[src/logic/adc_readout_pkg.sv]
package adc_readout_pkg;

  // ************************************************************
  // result format
  // ************************************************************
  localparam int unsigned RESULT_BITS = 12;
  localparam int unsigned CNT_W       = 4;
  localparam logic [CNT_W-1:0] CNT_RESET = 4'h0;

  // ************************************************************
  // timing
  // ************************************************************
  localparam int unsigned CLK_PERIOD_PS = 10000;
  // conversion duration, fastest grade, in picoseconds
  localparam int unsigned CONVERT_STROBE_TIME_PS  = 1500000;
  localparam int unsigned CONVERT_STROBE_CYCLES   =
    (CONVERT_STROBE_TIME_PS + CLK_PERIOD_PS - 1) / CLK_PERIOD_PS;
  localparam int unsigned FIFO_DEPTH    = 16;

  typedef enum logic [3:0] {
    ST_ACQUIRE = 4'b0001,
    ST_CONVERT = 4'b0010,
    ST_SLEEP   = 4'b0100,
    ST_READOUT = 4'b1000
  } convert_strobe_state_t;

  typedef struct packed {
    logic [RESULT_BITS-1:0] sample;
  } result_word_t;

endpackage

[src/logic/sample_fifo.sv]
`timescale 1ns/1ps
module sample_fifo #(
  parameter int unsigned WIDTH = 12,
  parameter int unsigned DEPTH = 16
) (
  // clock and reset
  input  wire logic             mclk_i,
  input  wire logic             sys_rst_i,
  // fill side
  input  wire logic             in_valid_i,
  output logic                  in_ready_o,
  input  wire logic [WIDTH-1:0] in_data_i,
  // drain side
  output logic                  out_valid_o,
  input  wire logic             out_ready_i,
  output logic      [WIDTH-1:0] out_data_o
);
  localparam int unsigned AW = $clog2(DEPTH);

  logic [WIDTH-1:0] mem [DEPTH];
  logic [AW:0]      wr_ptr;
  logic [AW:0]      rd_ptr;
  wire              full  = (wr_ptr[AW] != rd_ptr[AW]) &&
                            (wr_ptr[AW-1:0] == rd_ptr[AW-1:0]);
  wire              empty = (wr_ptr == rd_ptr);
  wire              push  = in_valid_i && !full;
  wire              pop   = out_ready_i && !empty;

  assign in_ready_o  = !full;
  assign out_valid_o = !empty;
  assign out_data_o  = mem[rd_ptr[AW-1:0]];

  always_ff @(posedge mclk_i) begin
    if (push) begin
      mem[wr_ptr[AW-1:0]] <= in_data_i;
    end
  end

  always_ff @(posedge mclk_i or posedge sys_rst_i) begin
    if (sys_rst_i) begin
      wr_ptr <= '0;
      rd_ptr <= '0;
    end else begin
      if (push) begin
        wr_ptr <= wr_ptr + (AW+1)'(1);
      end
      if (pop) begin
        rd_ptr <= rd_ptr + (AW+1)'(1);
      end
    end
  end
endmodule

[src/logic/serial_adc_readout.sv]
`timescale 1ns/1ps
// Notes on behaviour
// - rising convert strobe starts a new conversion
// - after conversion, sleep on its own while strobe stays high
// - serial output driven only while strobe is low
// - rising strobe releases serial output to high impedance
// - output changes only on shift clock falling edges and strobe edges, one bit each
// - result shifted most significant bit first
// - twelve result bits, then zeros while strobe stays low
// - falling strobe puts the top result bit out at once
// - low strobe wakes device to track; host waits acquisition interval
module serial_adc_readout #(
  parameter int unsigned CONVERT_STROBE_COUNT = adc_readout_pkg::CONVERT_STROBE_CYCLES
) (
  // clock and reset
  input  wire logic                                    mclk_i,
  input  wire logic                                    sys_rst_i,
  // converter core side
  input  wire logic [adc_readout_pkg::RESULT_BITS-1:0] sample_value_i,
  // pins from host
  input  wire logic                                    convert_strobe_i,
  input  wire logic                                    shift_clk_i,
  // serial result pin
  output logic                                         serial_result_out_o,
  output logic                                         serial_result_oe_o,
  // status
  output logic                                         tracking_o,
  output logic                                         sleeping_o,
  output logic                                         result_ready_o,
  output logic                                         stall_o
);
  import adc_readout_pkg::*;

  // ************************************************************
  // pin synchronisers
  // ************************************************************
  logic [1:0] strobe_sync;
  logic [1:0] sck_sync;
  logic       strobe_d;
  logic       sck_d;

  always_ff @(posedge mclk_i or posedge sys_rst_i) begin
    if (sys_rst_i) begin
      strobe_sync <= 2'h0;
      sck_sync    <= 2'h0;
      strobe_d    <= 1'b0;
      sck_d       <= 1'b0;
    end else begin
      strobe_sync <= {strobe_sync[0], convert_strobe_i};
      sck_sync    <= {sck_sync[0], shift_clk_i};
      strobe_d    <= strobe_sync[1];
      sck_d       <= sck_sync[1];
    end
  end

  wire strobe_rise = strobe_sync[1] && !strobe_d;
  wire strobe_fall = !strobe_sync[1] && strobe_d;
  wire sck_fall    = !sck_sync[1] && sck_d;

  // ************************************************************
  // conversion sequencer
  // ************************************************************
  localparam int unsigned TW = $clog2(CONVERT_STROBE_COUNT + 1);

  convert_strobe_state_t     state;
  convert_strobe_state_t     next_state;
  logic [TW-1:0]   convert_strobe_timer;
  wire             convert_strobe_done = (convert_strobe_timer == TW'(1));
  wire             fifo_ready;
  wire             fifo_valid;
  result_word_t    fifo_out;
  wire             take_word = strobe_fall && fifo_valid;

  always_comb begin
    next_state = state;
    unique case (state)
      ST_ACQUIRE: begin
        if (strobe_rise) begin
          next_state = ST_CONVERT;
        end
      end
      ST_CONVERT: begin
        if (convert_strobe_done && fifo_ready) begin
          next_state = ST_SLEEP;
        end
      end
      ST_SLEEP: begin
        if (strobe_fall) begin
          next_state = ST_READOUT;
        end
      end
      ST_READOUT: begin
        if (strobe_rise) begin
          next_state = ST_CONVERT;
        end
      end
    endcase
  end

  always_ff @(posedge mclk_i or posedge sys_rst_i) begin
    if (sys_rst_i) begin
      state <= ST_ACQUIRE;
    end else begin
      state <= next_state;
    end
  end

  always_ff @(posedge mclk_i or posedge sys_rst_i) begin
    if (sys_rst_i) begin
      convert_strobe_timer <= '0;
    end else if (strobe_rise) begin
      convert_strobe_timer <= TW'(CONVERT_STROBE_COUNT);
    end else if (convert_strobe_timer > TW'(1)) begin
      convert_strobe_timer <= convert_strobe_timer - TW'(1);
    end
  end

  // ************************************************************
  // result buffer
  // ************************************************************
  wire push_word = (state == ST_CONVERT) && convert_strobe_done;

  sample_fifo #(
    .WIDTH (RESULT_BITS),
    .DEPTH (FIFO_DEPTH)
  ) u_fifo (
    .mclk_i      (mclk_i),
    .sys_rst_i   (sys_rst_i),
    .in_valid_i  (push_word),
    .in_ready_o  (fifo_ready),
    .in_data_i   (sample_value_i),
    .out_valid_o (fifo_valid),
    .out_ready_i (take_word),
    .out_data_o  (fifo_out)
  );

  // ************************************************************
  // serial shifter
  // ************************************************************
  logic [RESULT_BITS-1:0] shift_reg;
  logic [CNT_W-1:0]       bit_cnt;
  wire                    bits_left = (bit_cnt != CNT_RESET);
  wire [RESULT_BITS-1:0]  load_word = fifo_valid ? fifo_out.sample
                                                 : '0;

  always_ff @(posedge mclk_i or posedge sys_rst_i) begin
    if (sys_rst_i) begin
      shift_reg <= '0;
      bit_cnt   <= CNT_RESET;
    end else if (strobe_rise) begin
      bit_cnt   <= CNT_RESET;
    end else if (strobe_fall) begin
      shift_reg <= load_word;
      bit_cnt   <= CNT_W'(RESULT_BITS - 1);
    end else if (sck_fall && !strobe_sync[1]) begin
      shift_reg <= {shift_reg[RESULT_BITS-2:0], 1'b0};
      if (bits_left) begin
        bit_cnt <= bit_cnt - CNT_W'(1);
      end
    end
  end

  always_ff @(posedge mclk_i or posedge sys_rst_i) begin
    if (sys_rst_i) begin
      serial_result_out_o <= 1'b0;
      serial_result_oe_o  <= 1'b0;
    end else if (strobe_rise) begin
      serial_result_oe_o  <= 1'b0;
      serial_result_out_o <= 1'b0;
    end else if (strobe_fall) begin
      serial_result_oe_o  <= 1'b1;
      serial_result_out_o <= load_word[RESULT_BITS-1];
    end else if (sck_fall && !strobe_sync[1]) begin
      // zeros once all twelve bits have left
      serial_result_out_o <= bits_left ? shift_reg[RESULT_BITS-2]
                                       : 1'b0;
    end
  end

  // ************************************************************
  // status
  // ************************************************************
  always_ff @(posedge mclk_i or posedge sys_rst_i) begin
    if (sys_rst_i) begin
      tracking_o     <= 1'b0;
      sleeping_o     <= 1'b0;
      result_ready_o <= 1'b0;
      stall_o        <= 1'b0;
    end else begin
      tracking_o     <= (next_state == ST_ACQUIRE) ||
                        (next_state == ST_READOUT);
      sleeping_o     <= (next_state == ST_SLEEP);
      result_ready_o <= fifo_valid;
      stall_o        <= !fifo_ready;
    end
  end
endmodule

[config.mk]
export PLATFORM = sky130hd
export DESIGN_NAME = serial_adc_readout
export DESIGN_NICKNAME = d
export VERILOG_FILES = /design/src/logic/adc_readout_pkg.sv /design/src/logic/sample_fifo.sv /design/src/logic/serial_adc_readout.sv
export SDC_FILE = /design/constraint.sdc
export NUM_CORES = 1
export LEC_CHECK = 0
export BUFFER_PORTS_ARGS = -buffer_cell sky130_fd_sc_hd__buf_4
export CORE_UTILIZATION = 30
export DETAILED_ROUTE_END_ITERATION = 8
export SYNTH_ARGS = -nofsm -noshare
export SYNTH_HDL_FRONTEND = slang
export SYNTH_SLANG_ARGS = --single-unit
export TNS_END_PERCENT = 5
[constraint.sdc]
create_clock -name mclk_i -period 7.59 [get_ports mclk_i]
set_input_delay 0.759 -clock mclk_i [delete_from_list [all_inputs] [get_ports mclk_i]]
set_output_delay 0.759 -clock mclk_i [all_outputs]
set_load 0.05 [all_outputs]
==> PnR_summary.wiki, run 1 <==
{| class="wikitable"
! Metric !! Value
|-
| Result of the run || finished clean
|-
| Share of synthesized cell area in and, or, nand and nor gates || 6.30%
|-
| CP peak stage delay || 0.71 ns
|-
| Standard cell area after detailed placement || 10,500 µm²
|-
| Leading cell types by count after synthesis || edfxtp_1, dfrtp_1, mux4_2
|-
| Slew headroom || 29.4%
|-
| Routed via count divided by cell count || 4.81
|-
| Most common cell on crit path || buf_4
|-
| Worst-case hold path end point || sck_sync[0]$_DFF_PP0_
|-
| Largest register FFs || 192
|-
| Worst Clk Skew || 0.0332 ns
|-
| Peak VDD IR || 157 µV
|-
| Number of slew-limit violations in the final report || 0
|-
| Number of filler instances in the final layout || 3,086
|-
| R2r worst-path depth || 7
|-
| Full die area || 33,600 µm²
|-
| Buffer type at the clock tree root || clkbuf_16
|-
| Largest family of logic cells by synthesized area || multiplexers
|-
| Die outline height || 183 µm
|-
| Inserted Diodes || 0
|-
| Synth warn || 0
|-
| Mux share of post-synthesis cell area || 10.8%
|-
| Number of top-level pins || 22
|-
| Iteration count of the initial detailed-routing pass || 5
|-
| Setup Fix Bufs, Post-CTS || 0
|-
| Xor and xnor area share after synthesis || 1.58%
|-
| Startpoint of the most critical register-to-register path || u_fifo.rd_ptr[0]$_DFFE_PP0P_
|-
| Vias in the first global route || 5,118
|-
| Final total negative setup slack || 0 ns
|-
| Complex-gate fraction of the synthesized area || 6.95%
|-
| Commonest register cell after synthesis || edfxtp_1
|-
| Share of synthesized registers carrying an async set or reset || 20.3%
|-
| Total DRC errors in the routed layout || 0
|-
| Count of cell types in the netlist || 55
|-
| Launch instance of the worst min-delay path || shift_clk_i
|-
| Final cell count without fillers || 1,067
|-
| Min Clock Period, post-route || 3.21 ns
|-
| Total clock sinks || 241
|-
| Class of the tightest hold or removal check || input port to flop
|-
| Post-Syn Nets || 614
|-
| Global placer's final weighted congestion || 0.805
|-
| Largest area contributor in the netlist || edfxtp_1
|-
| Cells after DPL || 1,021
|-
| Leakage power summed over all cells || 3.78 nW
|-
| Power per unit of standard cell area || 268 nW/µm²
|-
| Count of final hold-check violations || 0
|-
| Capturing element type of the critical path || flop
|-
| Worst path buffer plus inverter count || 2
|-
| Clock buffer count from CTS || 25
|-
| Worst endpoint required time || 7.74 ns
|-
| Worst flop-to-flop path endpoint || u_fifo.mem[3][5]$_DFFE_PP_
|-
| Register clock-pin slew on the reported worst setup and hold paths || 0.06 ns
|-
| Pin count of the biggest net entering global routing || 50
|-
| Width of the die || 183 µm
|-
| Category of cells accounting for the largest share of critical-path delay || simple AND/OR/NAND/NOR gates
|-
| Hold Path Stages || 1
|-
| First DRT Iteration DRCs || 420
|-
| WHS || 0.348 ns
|-
| Startpoint class of the critical path || flop
|-
| Total congestion overflow after global routing || 0
|-
| Critical path's slowest cell || nor3_2
|-
| Clock insertion delay at the later pin of the skew report || 0.54 ns
|-
| Remaining number of nets flagged by the antenna check after routing || 0
|-
| Setup-violating endpoint count in the final report || 0
|-
| Average cell area after synthesis || 16.8 µm²
|-
| Fraction of the mapped netlist area in adder cells || 1.39%
|-
| Post-synthesis sequential area ratio || 70.9%
|-
| # hold bufs at CTS || 0
|-
| Type of the worst setup path || flop to flop
|-
| Gr usage total || 12.9%
|-
| Vias || 5,127
|-
| Number of antenna violations at the first check in global routing || 0
|-
| Post_cts resized || 0
|-
| Global-route wire length before repair || 32,100 µm
|-
| Part of the cycle the worst path needs || 42.3%
|-
| Clk buf depth || 3
|-
| Cell-by-cell listing of the critical path || buf_4 > xor2_1 > nor4_4 > a2111oi_4 > buf_4 > nand2_1 > nor3_2
|-
| Average wire per standard cell || 19.7 µm
|-
| FMAX || 312 MHz
|-
| Starting utilization of the core area || 30.4%
|-
| Wire length after detailed routing || 21,000 µm
|-
| CTS tree || built
|-
| CP Data Arrival Time || 3.35 ns
|-
| Largest fanout on the critical path || 43
|-
| Yosys reg bits || 241
|-
| Post-route total power || 3.00 mW
|-
| H-tree Lvls || 1
|-
| Most common cell in the netlist || edfxtp_1
|-
| Area share of the leading cell type in the synthesized netlist || 58.4%
|-
| Reported max-cap violation count || 0
|-
| Final std cell area, no fill || 11,200 µm²
|-
| Area grow syn2layout || 13.7%
|-
| Total standard cell area after synthesis || 9870 µm²
|-
| Synth top area cells || edfxtp_1, dfrtp_1, mux4_2
|-
| R2R Setup Slk || 4.38 ns
|-
| Buffers on Ports || 21
|-
| Total Nets Final || 633
|-
| Setup repair after global routing missed its margin || false
|-
| Worst slew pin tran || 1.06 ns
|-
| Core area || 32,500 µm²
|-
| Number of synthesized flops with an enable pin || 192
|-
| Cells after synthesis || 587
|-
| Estimated wirelength of the detail-placed design || 13,300 µm
|-
| # rows || 66
|-
| Share of layout cells above drive strength 1 || 20.5%
|}
-- power by group --
group          switching (mW)  total [mW]  leakage [nW]  internal, mW
Sequential             0.0380        1.51          2.34          1.47
Combinational           0.206       0.355          1.06         0.150
Clock                   0.496        1.14         0.382         0.643
Total                   0.740        3.00          3.78          2.26
-- worst max path at each step --
stage,startpoint,cells after the start,slack (ns),to
floorplan,convert_strobe_timer[4]$_DFFE_PP0P_,6,4.81,u_fifo.mem[3][0]$_DFFE_PP_
global placement,u_fifo.rd_ptr[0]$_DFFE_PP0P_,7,4.35,u_fifo.mem[3][5]$_DFFE_PP_
detailed placement,u_fifo.rd_ptr[0]$_DFFE_PP0P_,7,4.32,u_fifo.mem[3][10]$_DFFE_PP_
CTS,u_fifo.rd_ptr[0]$_DFFE_PP0P_,7,4.30,u_fifo.mem[3][1]$_DFFE_PP_
global route,u_fifo.rd_ptr[0]$_DFFE_PP0P_,7,4.11,u_fifo.mem[3][7]$_DFFE_PP_
finish,u_fifo.rd_ptr[0]$_DFFE_PP0P_,7,4.38,u_fifo.mem[3][5]$_DFFE_PP_
-- layout by cell type, fill, tap and decap left out, types with 3 or more instances in the layout --
master / instances
buf_4: 25
nand3_1: 5
a22o_1: 6
nor2b_1: 11
o22ai_1: 9
clkbuf_1: 5
dfrtp_2: 3
a22oi_1: 10
xor2_1: 8
ha_1: 11
edfxtp_1: 192
nor3b_1: 3
clkinv_2: 10
mux2i_1: 12
nor3_1: 6
a2111oi_0: 3
o21ai_0: 15
mux2_2: 16
and2_1: 4
nor2_1: 23
o211ai_1: 3
nand2_1: 19
clkbuf_16: 25
a21o_1: 3
mux4_2: 34
clkinv_1: 3
nand3b_1: 4
and3_1: 14
dfrtp_1: 45
or3_1: 3
inv_1: 11
o31ai_1: 10
a211oi_1: 6
a21oi_1: 25
xnor2_1: 8
nand2b_1: 6
-- layer usage --
layer	global-route usage (%)	routed length (µm)	up-vias
li1	-	-	2343
met1	18.5	9820	2645
met2	19.8	9750	104
met3	2.30	905	35
met4	4.07	567	0
met5	0	0	-
-- layout make-up --
cell class / instances / area (µm²) / area share (%)
sequential: 241 / 7000 / 62.4
multi-input combinational: 301 / 2670 / 23.8
clock buffer: 30 / 644 / 5.74
tap: 442 / 553 / 4.93
timing repair buffer: 25 / 188 / 1.67
clock inverter: 16 / 119 / 1.06
inverter: 12 / 45.0 / 0.402
-- through the flow --
stage / utilization, % / worst slack (ns)
3_5_place_dp: 32.2 / 4.32
6_report: 34.6 / 4.38
3_3_place_gp: 32.2 / 4.35
5_1_grt: 34.6 / 4.11
4_1_cts: 34.6 / 4.30
2_1_floorplan: - / 4.81
-- kinds of logic (layout without fill, tap and decap cells) --
| logic type | Yosys count | in the layout |
|---|---|---|
| compound gates | 101 | 101 |
| xor+xnor | 17 | 17 |
| fa+ha+maj | 11 | 11 |
| buf+inv | 45 | 83 |
| flops | 241 | 241 |
| mux | 62 | 62 |
| simple gates | 110 | 110 |
Power figures use the tool's default switching activity.
==> run 2: changes to the inputs <==
- clock period: 7.59 -> 3 ns (I/O delays scaled with it)
==> PnR_summary.wiki, run 2 (synthesized netlist as in run 1, its figures left out) <==
{| class="wikitable"
! Metric !! Value
|-
| Result of the run || finished clean
|-
| First DRT Iteration DRCs || 360
|-
| Gr usage total || 12.3%
|-
| Reported max-cap violation count || 0
|-
| Top library cells by usage in the layout, fill and taps aside || edfxtp_1, dfrtp_1, buf_4
|-
| Routed via count divided by cell count || 4.79
|-
| FMAX || 385 MHz
|-
| Buffers on Ports || 21
|-
| Setup repair after global routing missed its margin || false
|-
| Area grow syn2layout || 17.3%
|-
| Worst-case hold path end point || u_fifo.mem[10][11]$_DFFE_PP_
|-
| Total Nets Final || 654
|-
| Worst flop-to-flop path endpoint || u_fifo.mem[9][6]$_DFFE_PP_
|-
| Number of antenna violations at the first check in global routing || 0
|-
| Clock buffer count from CTS || 26
|-
| Worst slew pin tran || 0.653 ns
|-
| Most common cell after layout, fill and taps aside || edfxtp_1
|-
| Vias in the first global route || 5,346
|-
| Estimated wirelength of the detail-placed design || 13,400 µm
|-
| # rows || 66
|-
| Total DRC errors in the routed layout || 0
|-
| Part of the cycle the worst path needs || 86.5%
|-
| Global-route wire length before repair || 31,800 µm
|-
| Buffer type at the clock tree root || clkbuf_16
|-
| H-tree Lvls || 1
|-
| Setup-violating endpoint count in the final report || 0
|-
| Power per unit of standard cell area || 706 nW/µm²
|-
| Average wire per standard cell || 18.7 µm
|-
| Largest fanout on the critical path || 20
|-
| Wire length after detailed routing || 20,300 µm
|-
| Pin count of the biggest net entering global routing || 49
|-
| Post-route total power || 8.17 mW
|-
| Number of filler instances in the final layout || 3,040
|-
| Share of layout cells above drive strength 1 || 22.7%
|-
| Worst Clk Skew || 0.0294 ns
|-
| WHS || 0.0731 ns
|-
| Startpoint class of the critical path || flop
|-
| Min Clock Period, post-route || 2.60 ns
|-
| Width of the die || 183 µm
|-
| Clock insertion delay at the later pin of the skew report || 0.54 ns
|-
| Type of the worst setup path || flop to flop
|-
| Leakage power summed over all cells || 3.96 nW
|-
| Capturing element type of the critical path || flop
|-
| Full die area || 33,600 µm²
|-
| Clk buf depth || 3
|-
| Vias || 5,214
|-
| CP Data Arrival Time || 2.77 ns
|-
| Global placer's final weighted congestion || 0.761
|-
| Class of the tightest hold or removal check || input port to flop
|-
| Slew headroom || 56.4%
|-
| Inserted Diodes || 0
|-
| R2R Setup Slk || 0.40 ns
|-
| Starting utilization of the core area || 30.4%
|-
| R2r worst-path depth || 5
|-
| Register clock-pin slew on the reported worst setup and hold paths || 0.06 ns
|-
| Iteration count of the initial detailed-routing pass || 4
|-
| Largest register FFs || 192
|-
| Total clock sinks || 241
|-
| Count of final hold-check violations || 0
|-
| Final total negative setup slack || 0 ns
|-
| CTS tree || built
|-
| Hold Path Stages || 1
|-
| Number of top-level pins || 22
|-
| Peak VDD IR || 487 µV
|-
| Die outline height || 183 µm
|-
| Core area || 32,500 µm²
|-
| Startpoint of the most critical register-to-register path || convert_strobe_timer[4]$_DFFE_PP0P_
|-
| Total congestion overflow after global routing || 0
|-
| Worst endpoint required time || 3.18 ns
|-
| Remaining number of nets flagged by the antenna check after routing || 0
|-
| Launch instance of the worst min-delay path || sample_value_i[11]
|-
| Number of slew-limit violations in the final report || 0
|}
-- run 2: stage by stage --
stage / util (%) / instance area [µm²] / worst slack [ns] / cells
final: 35.7 / 11600 / 0.404 / 1089
after global routing: 35.7 / 11600 / 0.273 / 1089
after CTS: 35.7 / 11600 / 0.372 / 1089
after detailed placement: 32.7 / 10600 / 0.360 / 1038
after global placement: 32.7 / 10600 / 0.481 / 1038
after floorplan: - / 9870 / 0.224 / 587
-- run 2: where the power goes --
part / total (mW) / leakage [nW] / internal (mW) / switching (mW)
logic: 0.899 / 1.16 / 0.401 / 0.498
clock network: 3.45 / 0.454 / 2.16 / 1.30
registers: 3.82 / 2.34 / 3.72 / 0.100
-- run 2: metal layers --
layer | part of all wire [%] | vias to the layer above | track usage (%) | wire [µm]
li1 | - | 2390 | - | -
met4 | 2.0 | 0 | 2.93 | 416
met1 | 47 | 2648 | 18.2 | 9620
met3 | 6.5 | 34 | 2.80 | 1310
met2 | 44 | 142 | 18.4 | 8970
met5 | 0 | - | 0 | 0
-- run 2: what timing repair did --
item,4_1_cts,5_1_grt
hold buffers,3,0
buffers inserted,0,0
resized for setup,0,0
hold endpoints to repair,23,0
-- run 2: layout make-up --
type                    instances  area [µm²]  share of cell area, %
multi-input cells             301        2670                   23.1
repair buffers                 45         370                   3.20
flip-flops and latches        241        7000                   60.5
well taps                     442         553                   4.78
clock inverters                17         246                   2.13
clock buffers                  31         689                   5.96
inverters                      12        45.0                  0.389
-- run 2: worst max-delay path by stage --
stage | to | slack (ns) | start
3_3_place_gp | u_fifo.mem[9][2]$_DFFE_PP_ | 0.48 | convert_strobe_timer[4]$_DFFE_PP0P_
2_1_floorplan | u_fifo.mem[3][0]$_DFFE_PP_ | 0.22 | convert_strobe_timer[4]$_DFFE_PP0P_
6_report | u_fifo.mem[9][6]$_DFFE_PP_ | 0.40 | convert_strobe_timer[4]$_DFFE_PP0P_
5_1_grt | u_fifo.mem[11][1]$_DFFE_PP_ | 0.27 | convert_strobe_timer[4]$_DFFE_PP0P_
3_5_place_dp | u_fifo.mem[9][2]$_DFFE_PP_ | 0.36 | convert_strobe_timer[4]$_DFFE_PP0P_
4_1_cts | u_fifo.mem[9][6]$_DFFE_PP_ | 0.37 | convert_strobe_timer[4]$_DFFE_PP0P_
-- run 2: critical path, cell delays in order, from the launching register on --
cell and delay, ns:
dfrtp_1 0.46, nor4_4 0.38, nand3_2 0.20, a2111oi_4 0.34, buf_4 0.28, and3_1 0.58
